File: src/rtl/pbrc_regs.vh
`ifndef PBRC_REGS_VH
`define PBRC_REGS_VH

// Stored configuration regions picked by the boot strap
`define PBRC_REGION0_FIRST   7'h00
`define PBRC_REGION0_LAST    7'h2F
`define PBRC_REGION1_FIRST   7'h30
`define PBRC_REGION1_LAST    7'h5F
`define PBRC_ADDR_W          7

// Timing, clock rate and derived cycle counts
`define PBRC_CLK_HZ          10000000
`define PBRC_DEBOUNCE_US     1000
`define PBRC_MASK_US         25000
`define PBRC_DEBOUNCE_CYC    ((`PBRC_DEBOUNCE_US * (`PBRC_CLK_HZ / 1000000)))
`define PBRC_MASK_CYC        ((`PBRC_MASK_US * (`PBRC_CLK_HZ / 1000000)))

// Reset values of the domain registers
`define PBRC_RST_POR         8'h00
`define PBRC_RST_HW          8'h00
`define PBRC_RST_SWO         8'h00
`define PBRC_RST_INTMASK     8'h00
`define PBRC_RST_LEVEL_REG   8'hFF

// Shutdown cause bit positions
`define PBRC_CAUSE_RESET_IN  0
`define PBRC_CAUSE_HOST_OFF  1
`define PBRC_CAUSE_WARM      2

// Sequence instruction fields: {last, branch_sel_valid, branch_sel, target, value}
`define PBRC_INS_W           19
`define PBRC_INS_LAST        18
`define PBRC_INS_BVALID      17
`define PBRC_INS_BSEL        16
`define PBRC_INS_TGT_HI      15
`define PBRC_INS_TGT_LO      8
`define PBRC_INS_VAL_HI      7
`define PBRC_INS_VAL_LO      0

`endif

File: src/rtl/pbrc_boot_reset.v
`timescale 1ns/1ns
`default_nettype none
`include "pbrc_regs.vh"

// Behaviour
// - Strap 0 uses region 0x00-0x2F selector 0; strap 1 uses 0x30-0x5F selector 1.
// - Strap level latched when an off-to-active started from off completes (not after warm reset), held in boot status.
// - Strap acts as static branch selector during sequence; stored sequence untouched.
// - Sequence is an ordered series of register writes to resources.
// - Host writes accepted after sequence completes, overwriting sequence settings.
// - Static settings are init values; dynamic updates from host or sequence.
// - Each resource register belongs to power-on, hardware or switch-off domain.
// - Power-on reset clears all three domains.
// - Power-on domain keeps its contents through hardware and switch-off resets.
// - Off request set for hardware reset runs shutdown from active or sleep.
// - Hardware reset clears hardware and switch-off domains, keeps power-on.
// - Hardware domain holds non-mode regulator fields, config, interrupts and more.
// - Off request without hardware reset runs shutdown, clears switch-off domain only.
// - Switch-off domain holds voltage, mode, device control, monitor, watchdog fields.
// - Interrupt output is push-pull active low, low while unmasked interrupt pending.
// - Interrupt output masked in sleep by default; a bit controls this.
// - Each interrupt source has its own mask.
// - Warm reset pin runs off-to-active from active or sleep, ends active.
// - Resources outside off-to-active keep their state during warm reset.
// - Warm reset: sequenced resources go active; per-resource bit reloads or keeps voltage.
// - Reset input triggers cold reset or shutdown, debounced 1 ms either polarity.
// - After entering off, reset input ignored for 25 ms.
// - Processor reset output held until power-up sequence completes.
module pbrc_boot_reset #(
	parameter NRES        = 8,
	parameter DEBOUNCE_CYC = `PBRC_DEBOUNCE_CYC,
	parameter MASK_CYC     = `PBRC_MASK_CYC,
	parameter NINT        = 8
) (
	input  wire                    clk_sys,
	input  wire                    reset,
	input  wire                    boot_strap,
	input  wire                    on_request,
	input  wire                    off_request,
	input  wire                    sleep_request,
	input  wire                    wake_request,
	input  wire [7:0]              off_request_reset_level_reg,
	input  wire                    warm_reset_pin_n,
	input  wire                    reset_in,
	input  wire                    reset_in_polarity,
	input  wire                    reset_in_cold,
	input  wire                    mem_load_en,
	input  wire [6:0]              mem_load_addr,
	input  wire [18:0]             mem_load_data,
	input  wire [NRES*8-1:0]       static_defaults,
	input  wire                    host_wr_en,
	input  wire [1:0]              host_wr_domain,
	input  wire [7:0]              host_wr_index,
	input  wire [7:0]              host_wr_data,
	input  wire [NRES-1:0]         warm_reload_sel,
	input  wire [NRES-1:0]         seq_member,
	input  wire [NINT-1:0]         int_source,
	input  wire [NINT-1:0]         int_clear,
	input  wire [NINT-1:0]         int_mask,
	input  wire                    int_mask_in_sleep,
	output reg                     boot_status_reg,
	output wire                    seq_selector,
	output reg  [NRES*8-1:0]       por_domain_reg,
	output reg  [NRES*8-1:0]       hw_domain_reg,
	output reg  [NRES*8-1:0]       swo_domain_reg,
	output reg  [7:0]              shutdown_cause_reg,
	output reg  [NINT-1:0]         int_pending_reg,
	output wire                    int_n,
	output reg                     reset_out_n_reg,
	output reg                     seq_busy_reg,
	output reg                     hard_reset_event,
	output reg                     switchoff_reset_event,
	output reg  [2:0]              power_state_reg
);

	// Power states, one-hot
	localparam [2:0] ST_OFF    = 3'b001;
	localparam [2:0] ST_ACTIVE = 3'b010;
	localparam [2:0] ST_SLEEP  = 3'b100;

	// Sequencer states, one-hot
	localparam [3:0] SQ_IDLE  = 4'b0001;
	localparam [3:0] SQ_FETCH = 4'b0010;
	localparam [3:0] SQ_WAIT  = 4'b0100;
	localparam [3:0] SQ_EXEC  = 4'b1000;

	// Sequence kinds
	localparam [1:0] K_UP   = 2'd0;
	localparam [1:0] K_DOWN = 2'd1;
	localparam [1:0] K_WARM = 2'd2;

	localparam [1:0] DOM_POR = 2'd0;
	localparam [1:0] DOM_HW  = 2'd1;
	localparam [1:0] DOM_SWO = 2'd2;

	localparam [6:0] DOWN_OFS = 7'h18;

	// Region base for a strap level
	function [6:0] region_base;
		input sel;
		begin
			region_base = sel ? `PBRC_REGION1_FIRST : `PBRC_REGION0_FIRST;
		end
	endfunction

	// Region end for a strap level
	function [6:0] region_last;
		input sel;
		begin
			region_last = sel ? `PBRC_REGION1_LAST : `PBRC_REGION0_LAST;
		end
	endfunction

	reg  [3:0]  sq_reg;
	reg  [1:0]  kind_reg;
	reg  [6:0]  pc_reg;
	reg  [6:0]  pc_last_reg;
	reg         off_hw_reg;
	reg  [7:0]  cause_next;
	wire [18:0] ins;
	wire        ins_last;
	wire        ins_skip;
	wire [7:0]  ins_tgt;
	wire [7:0]  ins_val;
	wire        seq_wr;
	wire        seq_done;

	// Strap is the static selector for region and branches
	assign seq_selector = boot_strap;

	pbrc_seq_mem #(
		.ADDR_W (`PBRC_ADDR_W),
		.DATA_W (`PBRC_INS_W)
	) u_mem (
		.clk_sys (clk_sys),
		.wr_en   (mem_load_en),
		.wr_addr (mem_load_addr),
		.wr_data (mem_load_data),
		.rd_addr (pc_reg),
		.rd_data (ins)
	);

	// Instruction decode; branch skips when selector mismatches
	assign ins_last = ins[`PBRC_INS_LAST];
	assign ins_skip = ins[`PBRC_INS_BVALID] & (ins[`PBRC_INS_BSEL] != boot_strap);
	assign ins_tgt  = ins[`PBRC_INS_TGT_HI:`PBRC_INS_TGT_LO];
	assign ins_val  = ins[`PBRC_INS_VAL_HI:`PBRC_INS_VAL_LO];
	assign seq_wr   = (sq_reg == SQ_EXEC) & ~ins_skip;
	assign seq_done = (sq_reg == SQ_EXEC) & (ins_last | (pc_reg == pc_last_reg));

	// Reset input debounce and mask after off
	reg         rin_stable_reg;
	reg  [31:0] db_cnt_reg;
	reg  [31:0] mask_cnt_reg;
	wire        rin_level = reset_in ^ ~reset_in_polarity;
	wire        rin_event;

	always @(posedge clk_sys or posedge reset) begin
		if (reset) begin
			rin_stable_reg <= 1'b0;
			db_cnt_reg     <= 32'h00000000;
		end else if (rin_level == rin_stable_reg) begin
			db_cnt_reg <= 32'h00000000;
		end else if (db_cnt_reg >= DEBOUNCE_CYC - 1) begin
			rin_stable_reg <= rin_level;
			db_cnt_reg     <= 32'h00000000;
		end else begin
			db_cnt_reg <= db_cnt_reg + 32'h00000001;
		end
	end

	// Mask window counts down after entering off
	always @(posedge clk_sys or posedge reset) begin
		if (reset) begin
			mask_cnt_reg <= 32'h00000000;
		end else if (seq_done && kind_reg == K_DOWN) begin
			mask_cnt_reg <= MASK_CYC;
		end else if (mask_cnt_reg != 32'h00000000) begin
			mask_cnt_reg <= mask_cnt_reg - 32'h00000001;
		end
	end

	reg rin_prev_reg;
	always @(posedge clk_sys or posedge reset) begin
		if (reset) begin
			rin_prev_reg <= 1'b0;
		end else begin
			rin_prev_reg <= rin_stable_reg;
		end
	end
	assign rin_event = rin_stable_reg & ~rin_prev_reg & (mask_cnt_reg == 32'h00000000);

	// Warm reset pin edge
	reg  warm_prev_reg;
	wire warm_event = ~warm_reset_pin_n & warm_prev_reg;
	always @(posedge clk_sys or posedge reset) begin
		if (reset) begin
			warm_prev_reg <= 1'b1;
		end else begin
			warm_prev_reg <= warm_reset_pin_n;
		end
	end

	// Shutdown request and its reset level
	wire off_any = off_request | (rin_event & ~power_state_reg[0]);
	wire off_hw  = rin_event ? reset_in_cold : off_request_reset_level_reg[0];

	// Power state machine and sequencer
	always @(posedge clk_sys or posedge reset) begin
		if (reset) begin
			power_state_reg <= ST_OFF;
			sq_reg          <= SQ_IDLE;
			kind_reg        <= K_UP;
			pc_reg          <= 7'h00;
			pc_last_reg     <= 7'h00;
			off_hw_reg      <= 1'b0;
			seq_busy_reg    <= 1'b0;
		end else begin
			case (sq_reg)
				SQ_IDLE: begin
					if (power_state_reg == ST_OFF && on_request) begin
						kind_reg     <= K_UP;
						pc_reg       <= region_base(boot_strap);
						pc_last_reg  <= region_last(boot_strap);
						sq_reg       <= SQ_FETCH;
						seq_busy_reg <= 1'b1;
					end else if (power_state_reg != ST_OFF && warm_event) begin
						kind_reg     <= K_WARM;
						pc_reg       <= region_base(boot_strap);
						pc_last_reg  <= region_last(boot_strap);
						sq_reg       <= SQ_FETCH;
						seq_busy_reg <= 1'b1;
					end else if (power_state_reg != ST_OFF && off_any) begin
						kind_reg     <= K_DOWN;
						off_hw_reg   <= off_hw;
						pc_reg       <= region_base(boot_strap) + DOWN_OFS;
						pc_last_reg  <= region_last(boot_strap);
						sq_reg       <= SQ_FETCH;
						seq_busy_reg <= 1'b1;
					end else if (power_state_reg == ST_ACTIVE && sleep_request) begin
						power_state_reg <= ST_SLEEP;
					end else if (power_state_reg == ST_SLEEP && wake_request) begin
						power_state_reg <= ST_ACTIVE;
					end
				end
				SQ_FETCH: begin
					sq_reg <= SQ_WAIT;
				end
				SQ_WAIT: begin
					sq_reg <= SQ_EXEC;
				end
				SQ_EXEC: begin
					if (seq_done) begin
						sq_reg       <= SQ_IDLE;
						seq_busy_reg <= 1'b0;
						power_state_reg <= (kind_reg == K_DOWN) ? ST_OFF : ST_ACTIVE;
					end else begin
						pc_reg <= pc_reg + 7'h01;
						sq_reg <= SQ_FETCH;
					end
				end
				default: begin
					sq_reg <= SQ_IDLE;
				end
			endcase
		end
	end

	// Reset events pulse at the end of a shutdown
	always @(posedge clk_sys or posedge reset) begin
		if (reset) begin
			hard_reset_event      <= 1'b0;
			switchoff_reset_event <= 1'b0;
		end else begin
			hard_reset_event      <= seq_done & (kind_reg == K_DOWN) & off_hw_reg;
			switchoff_reset_event <= seq_done & (kind_reg == K_DOWN) & ~off_hw_reg;
		end
	end

	// Boot status latched at end of off-to-active started from off, not after warm reset
	always @(posedge clk_sys or posedge reset) begin
		if (reset) begin
			boot_status_reg <= 1'b0;
		end else if (seq_done && kind_reg == K_UP) begin
			boot_status_reg <= boot_strap;
		end
	end

	// Processor reset held through power-up
	always @(posedge clk_sys or posedge reset) begin
		if (reset) begin
			reset_out_n_reg <= 1'b0;
		end else if (seq_done && kind_reg != K_DOWN) begin
			reset_out_n_reg <= 1'b1;
		end else if (sq_reg == SQ_IDLE && power_state_reg == ST_OFF) begin
			reset_out_n_reg <= 1'b0;
		end
	end

	// Three reset domains, one byte per resource
	wire host_ok = host_wr_en & ~seq_busy_reg;
	genvar g;
	generate
		for (g = 0; g < NRES; g = g + 1) begin : g_res
			wire [7:0] def  = static_defaults[g*8 +: 8];
			wire       hsel = host_ok & (host_wr_index == g);
			wire       ssel = seq_wr & (ins_tgt == g);
			wire       wsel = (kind_reg == K_WARM) & seq_busy_reg & seq_member[g];

			// Power-on domain: only the global reset clears it
			always @(posedge clk_sys or posedge reset) begin
				if (reset) begin
					por_domain_reg[g*8 +: 8] <= `PBRC_RST_POR;
				end else if (hsel && host_wr_domain == DOM_POR) begin
					por_domain_reg[g*8 +: 8] <= host_wr_data;
				end
			end

			// Hardware domain, cleared by hardware reset to static defaults
			always @(posedge clk_sys or posedge reset) begin
				if (reset) begin
					hw_domain_reg[g*8 +: 8] <= `PBRC_RST_HW;
				end else if (hard_reset_event) begin
					hw_domain_reg[g*8 +: 8] <= def;
				end else if (hsel && host_wr_domain == DOM_HW) begin
					hw_domain_reg[g*8 +: 8] <= host_wr_data;
				end
			end

			// Switch-off domain: voltage and mode, cleared by either off reset
			always @(posedge clk_sys or posedge reset) begin
				if (reset) begin
					swo_domain_reg[g*8 +: 8] <= `PBRC_RST_SWO;
				end else if (hard_reset_event || switchoff_reset_event) begin
					swo_domain_reg[g*8 +: 8] <= def;
				end else if (wsel && sq_reg == SQ_FETCH && warm_reload_sel[g]) begin
					swo_domain_reg[g*8 +: 8] <= def;
				end else if (ssel) begin
					swo_domain_reg[g*8 +: 8] <= ins_val;
				end else if (hsel && host_wr_domain == DOM_SWO) begin
					swo_domain_reg[g*8 +: 8] <= host_wr_data;
				end
			end
		end
	endgenerate

	// Shutdown cause, power-on domain, sticky
	always @* begin
		cause_next = shutdown_cause_reg;
		if (host_ok && host_wr_domain == DOM_POR && host_wr_index == 8'hFF) begin
			cause_next = cause_next & ~host_wr_data;
		end
		if (rin_event) begin
			cause_next[`PBRC_CAUSE_RESET_IN] = 1'b1;
		end
		if (off_request) begin
			cause_next[`PBRC_CAUSE_HOST_OFF] = 1'b1;
		end
		if (warm_event) begin
			cause_next[`PBRC_CAUSE_WARM] = 1'b1;
		end
	end

	always @(posedge clk_sys or posedge reset) begin
		if (reset) begin
			shutdown_cause_reg <= `PBRC_RST_POR;
		end else begin
			shutdown_cause_reg <= cause_next;
		end
	end

	// Pending interrupts, hardware domain; set wins over clear
	always @(posedge clk_sys or posedge reset) begin
		if (reset) begin
			int_pending_reg <= {NINT{1'b0}};
		end else if (hard_reset_event) begin
			int_pending_reg <= {NINT{1'b0}};
		end else begin
			int_pending_reg <= (int_pending_reg & ~int_clear) | int_source;
		end
	end

	// Active-low push-pull interrupt with per-source and sleep masks
	assign int_n = ~(|(int_pending_reg & ~int_mask)
		& ~(int_mask_in_sleep & power_state_reg[2]));

endmodule // pbrc_boot_reset

`default_nettype wire

File: src/rtl/pbrc_seq_mem.v
`timescale 1ns/1ns
`default_nettype none

// Sequence store with registered read data
module pbrc_seq_mem #(
	parameter ADDR_W = 7,
	parameter DATA_W = 19
) (
	input  wire              clk_sys,
	input  wire              wr_en,
	input  wire [ADDR_W-1:0] wr_addr,
	input  wire [DATA_W-1:0] wr_data,
	input  wire [ADDR_W-1:0] rd_addr,
	output reg  [DATA_W-1:0] rd_data
);

	reg [DATA_W-1:0] mem [0:(1<<ADDR_W)-1];

	// Load port and registered read
	always @(posedge clk_sys) begin
		if (wr_en) begin
			mem[wr_addr] <= wr_data;
		end
		rd_data <= mem[rd_addr];
	end

endmodule // pbrc_seq_mem

`default_nettype wire

File: config.mk
export PLATFORM = sky130hd
export DESIGN_NAME = pbrc_boot_reset
export DESIGN_NICKNAME = d
export VERILOG_FILES = /design/src/rtl/pbrc_boot_reset.v /design/src/rtl/pbrc_seq_mem.v
export VERILOG_INCLUDE_DIRS = /design/src /design/src/rtl
export SDC_FILE = /design/constraint.sdc
export NUM_CORES = 2
export LEC_CHECK = 0
export BUFFER_PORTS_ARGS = -buffer_cell sky130_fd_sc_hd__buf_2
export CAP_MARGIN = 0
export CORE_MARGIN = 2
export CORE_UTILIZATION = 60
export DETAILED_ROUTE_END_ITERATION = 8
export PLACE_DENSITY = 0.8
export SLEW_MARGIN = 20
export SYNTH_ARGS = -nofsm -noshare
export SYNTH_HDL_FRONTEND = slang
export SYNTH_SLANG_ARGS = --single-unit
export TNS_END_PERCENT = 10
File: constraint.sdc
create_clock -name clk_sys -period 14.8 [get_ports clk_sys]
set_clock_uncertainty 0.05 [all_clocks]
set_input_delay 0 -clock clk_sys [delete_from_list [all_inputs] [get_ports clk_sys]]
set_output_delay 0 -clock clk_sys [all_outputs]
set_load 0.02 [all_outputs]
### Word-level counts from Yosys, hierarchy flattened

Memory sizes are Yosys's and may differ from the RTL's. A register that Yosys moved wholly into a read port is not among the register bits.
Cells that the tools add are included.

* flip-flop bits (word level): 304
* logic and storage cells: 330
* output and inout port bits: 218
* RAM bits: 2432
* memories: 1
* input bits: 170

* multiplexer cells: 93
* bitwise gates (word level): 60
* eq/ne operators: 38
* reductions and logical operators: 88
* add/subtract/negate cells: 4
* $lt $le $gt $ge: 1

Memory list
* u_mem.mem: depth 128, width 19, read ports 1, clocked after memory_dff 1, wr ports 1, RTL line pbrc_seq_mem.v:17 `reg [DATA_W-1:0] mem [0:(1<<ADDR_W)-1];`

Operators by type and width (count)
* $mux W8: 49
* $mux W32: 4
* $eq A8 B3 Y1 const B: 8
* $mux W7: 8
* $logic_and A1 B1 Y1: 51
* $and A1 B1 Y1: 38
* $add A32 B1 Y32 const B: 1
* $eq A8 B2 Y1 const B: 4
* $ge A32 B14 Y1 const B: 1
* $logic_not A32 Y1: 1
* $reduce_bool A32 Y1: 1
* $reduce_bool A4 Y1: 8
* $sub A32 B1 Y32 const B: 1
* $reduce_bool A2 Y1: 14
* $and A8 B8 Y8: 3
* $not A8 Y8: 3
* $mux W3: 7
* $eq A8 B1 Y1 const B: 2
* $logic_not A8 Y1: 2
* $pmux W4 S4: 1
* $pmux W7 S2: 1
* $mux W1: 12
* $mux W4: 3
* $not A1 Y1: 12
* 35 further kinds: 49

### Depth between registers and ports, before layout

* word-level depth: 10
* mapped depth: 12

### Modules after synthesis

Synthesis repeated with hierarchy kept, for this count alone.

* cells, all modules: 4934
* area, all modules: 107276.6 µm²

Modules (own cells, without submodules)
* pbrc_seq_mem: sequential area each 73410.4 µm², area an instance 93138.1 µm², cells an instance 3631, times used 1
* pbrc_boot_reset: sequential area each 7511.0 µm², area an instance 14138.6 µm², cells an instance 1303, times used 1

### Least setup slack after synthesis

OpenSTA, ideal clock, no wires.

* path kind: flip-flop to flip-flop
* start point: register pc_reg[0]
* end point: register u_mem.rd_data[10] (read register of u_mem.mem)
* setup slack: 12297 ps
* buffers on the path: 4
* stages on the path, launching flop included: 10
* arrival time: 2331 ps
* cell sequence: dfrtp_1 buf_2 buf_4 buf_2 buf_2 mux4_2 a211oi_1 nand2_1 a32oi_1 a21oi_1

RTL lines
* start, declared: RTL line pbrc_boot_reset.v:116 `reg [6:0] pc_reg;`
* start signal, assigned: RTL line pbrc_boot_reset.v:223 `pc_reg <= region_base(boot_strap);`
* start signal, assigned: RTL line pbrc_boot_reset.v:229 `pc_reg <= region_base(boot_strap);`
* start signal, assigned: RTL line pbrc_boot_reset.v:236 `pc_reg <= region_base(boot_strap) + DOWN_OFS;`
* end, declared: RTL line pbrc_seq_mem.v:14 `output reg [DATA_W-1:0] rd_data`

==> flow_summary.json <==
{
  "grt_pass1_wl_mm": 443,
  "cts_hold_buf": 291,
  "port-buffer-count": 380,
  "crit_top_cell": "buf_4",
  "firstDrtPassIters": 8,
  "synth_seq_cells": 2751,
  "cts_resized": 0,
  "htree_levels": 5,
  "synthDistinctLibCells": 91,
  "synth_top_area_share_pct": 67.6,
  "die_y_um": 428,
  "vdd_drop_max_v": 0.000128,
  "pwr_density_cell_nw_per_um2": 150,
  "final-max-slew-violation-count": 0,
  "grt_overflow_total": 0,
  "hold_violations": 0,
  "fin_crit_ns": 6.08,
  "placed_cell_area_um2": 114000,
  "avgViaCountPerCell": 6.89,
  "cts_setup_buffers": 0,
  "vias": 63200,
  "setup_violations": 0,
  "synth_area_per_cell_um2": 18.9,
  "fin_util_pct": 70.2,
  "critPathArrivalTime_ns": 6.74,
  "end_kind": "flop",
  "hold_path_class": "primary input to flop",
  "cpMaxStageDelayCell": "nor4_1",
  "crit_start": "pc_reg[0]",
  "worst_pin_slew_ns": 1.13,
  "remaining_drc_errors": 0,
  "worstPathRequired_ns": 15.46,
  "ant_nets": 0,
  "mostFrequentLayoutCells": "2432 x edfxtp_1, 462 x mux4_2, 428 x mux2i_1",
  "area_growth_pct": 16.1,
  "yosysTopAreaCell": "edfxtp_1",
  "slew_headroom_pct": 24.3,
  "synth.area.top_cells": "edfxtp_1 68%, mux4_2 9.6%, dfrtp_1 6.9%",
  "p_leak_nw": 42.3,
  "cts_buffers": 288,
  "hpwl_mm": 180,
  "ios": 388,
  "start_kind": "flop",
  "drive_gt1_share_pct": 25.8,
  "total_power_mw": 18.9,
  "die_width_um": 428,
  "fmax_ghz": 0.165,
  "fp-row-count": 155,
  "cp_slowest_stage_delay_ns": 0.98,
  "clock_sinks": 2751,
  "finalNetCount": 6780,
  "clock_path_buffers": 4,
  "run_status": "finished, final reports clean",
  "r2r-start": "pc_reg[0]",
  "core_um2": 179000,
  "largest_register": "u_mem.mem",
  "postSynth.asyncResetShare_pct": 10.9,
  "clk_pin_slew_worst_paths_ns": 0.06,
  "synthCells": 5714,
  "gp_congestion": 0.965,
  "grt_max_degree": 119,
  "root_buffer": "clkbuf_16",
  "layout_commonest_cell": "edfxtp_1",
  "largest_reg_flops": 2432,
  "syn-cell-area_um2": 108000,
  "grt_use_total_pct": 33.7,
  "fin_tns_setup_ns": 0,
  "seq_area_frac_synth_pct": 74.9,
  "start_util_pct": 60.5,
  "drt_iter0_markers": 9332,
  "clock_latency_ns": 0.95,
  "maxCapViolations": 0,
  "timing.final.crit_share_pct": 41.1,
  "antenna_found_initial": 30,
  "synth_flop_cell": "edfxtp_1",
  "wl_per_cell_um": 34.0,
  "ys_warn_count": 0,
  "design_area_um2": 126000,
  "fp.dieArea_um2": 184000,
  "drt-total-wl_mm": 312,
  "critPathKind": "flop to flop",
  "min_from": "mem_load_data[11]",
  "synth-edff-count": 2432,
  "grt_pass1_vias": 63000,
  "crit_fanout": 37,
  "cts_tree": "done",
  "path_cells": "buf_4 > buf_4 > buf_4 > nand3b_1 > buf_4 > o22ai_1 > nor4_1 > a21oi_1 > a21oi_1 > a2111oi_0",
  "rsz0062_at_grt": "false"
}
[cell families after synthesis]
kind of cell,Yosys count,synth area share (%)
flip-flops,2751,74.9
multiplexers,1007,14.8
AND/OR/NAND/NOR,795,3.45
AO/OA/AOI/OAI,751,4.83
buffers and inverters,357,1.61
XOR/XNOR,46,0.373
adder cells (fa/ha/maj),6,0.0694
other,1,0.00347
[per-stage QoR]
| step | instances | hold WS [ns] | setup WS (ns) |
|---|---|---|---|
| 3_5_place_dp | 8377 | 0.0798 | 9.05 |
| 5_1_grt | 9170 | 0.0368 | 8.49 |
| 2_1_floorplan | 5731 | -0.0455 | 6.47 |
| 6_report | 9176 | 0.0408 | 8.72 |
| 3_3_place_gp | 8377 | 0.0728 | 9.10 |
| 4_1_cts | 9161 | 0.00830 | 8.94 |
[where the power goes]
part	internal (mW)	switching, mW
logic	0.985	1.95
clock network	4.03	2.87
registers	8.69	0.335
[Yosys cell counts, types with 61 or more instances]
master / count
edfxtp_1: 2432
mux2i_1: 428
a22oi_1: 61
a211oi_1: 114
o21ai_0: 118
buf_2: 86
mux4_2: 462
nor2_1: 279
dfrtp_1: 297
clkbuf_1: 152
mux2_2: 117
nand2_1: 249
o22ai_1: 101
a21oi_1: 94
[path summary, 6_finish.rpt]
kind	endpoint	slack [ns]	cells after the start
min	u_mem.mem[99][11]	0.04	2
max in group asynchronous	swo_domain_reg[17]	11.33	7
max	u_mem.rd_data[17]	8.72	10
min reg2reg	db_cnt_reg[0]	0.41	1
min in group asynchronous	por_domain_reg[59]	0.37	4
max reg2reg	u_mem.rd_data[17]	8.72	10
[routing by layer]
| layer | vias up | routed length, µm | track usage, % |
|---|---|---|---|
| li1 | 24900 | - | - |
| met1 | 32000 | 102000 | 42.7 |
| met2 | 5276 | 147000 | 52.7 |
| met3 | 1028 | 39900 | 8.79 |
| met4 | 12 | 22500 | 21.0 |
| met5 | - | 86 | 0 |
[worst max-delay path, delay by kind of cell (launching register included)]
family | cells | cell delay [ns]
AO/OA/AOI/OAI | 4 | 1.77
buffers and inverters | 4 | 1.93
flip-flops | 1 | 0.80
AND/OR/NAND/NOR | 2 | 1.17
[final cells by class]
cell class,instances,area (µm²)
clock buffers,363,7660
repair buffers,906,6670
diodes,14,35.0
clock inverters,130,1170
inverters,34,135
well taps,2355,2950
flip-flops and latches,2751,80900
fillers,10300,53300
multi-input cells,2623,25900
(Power assumes the default switching activity.)
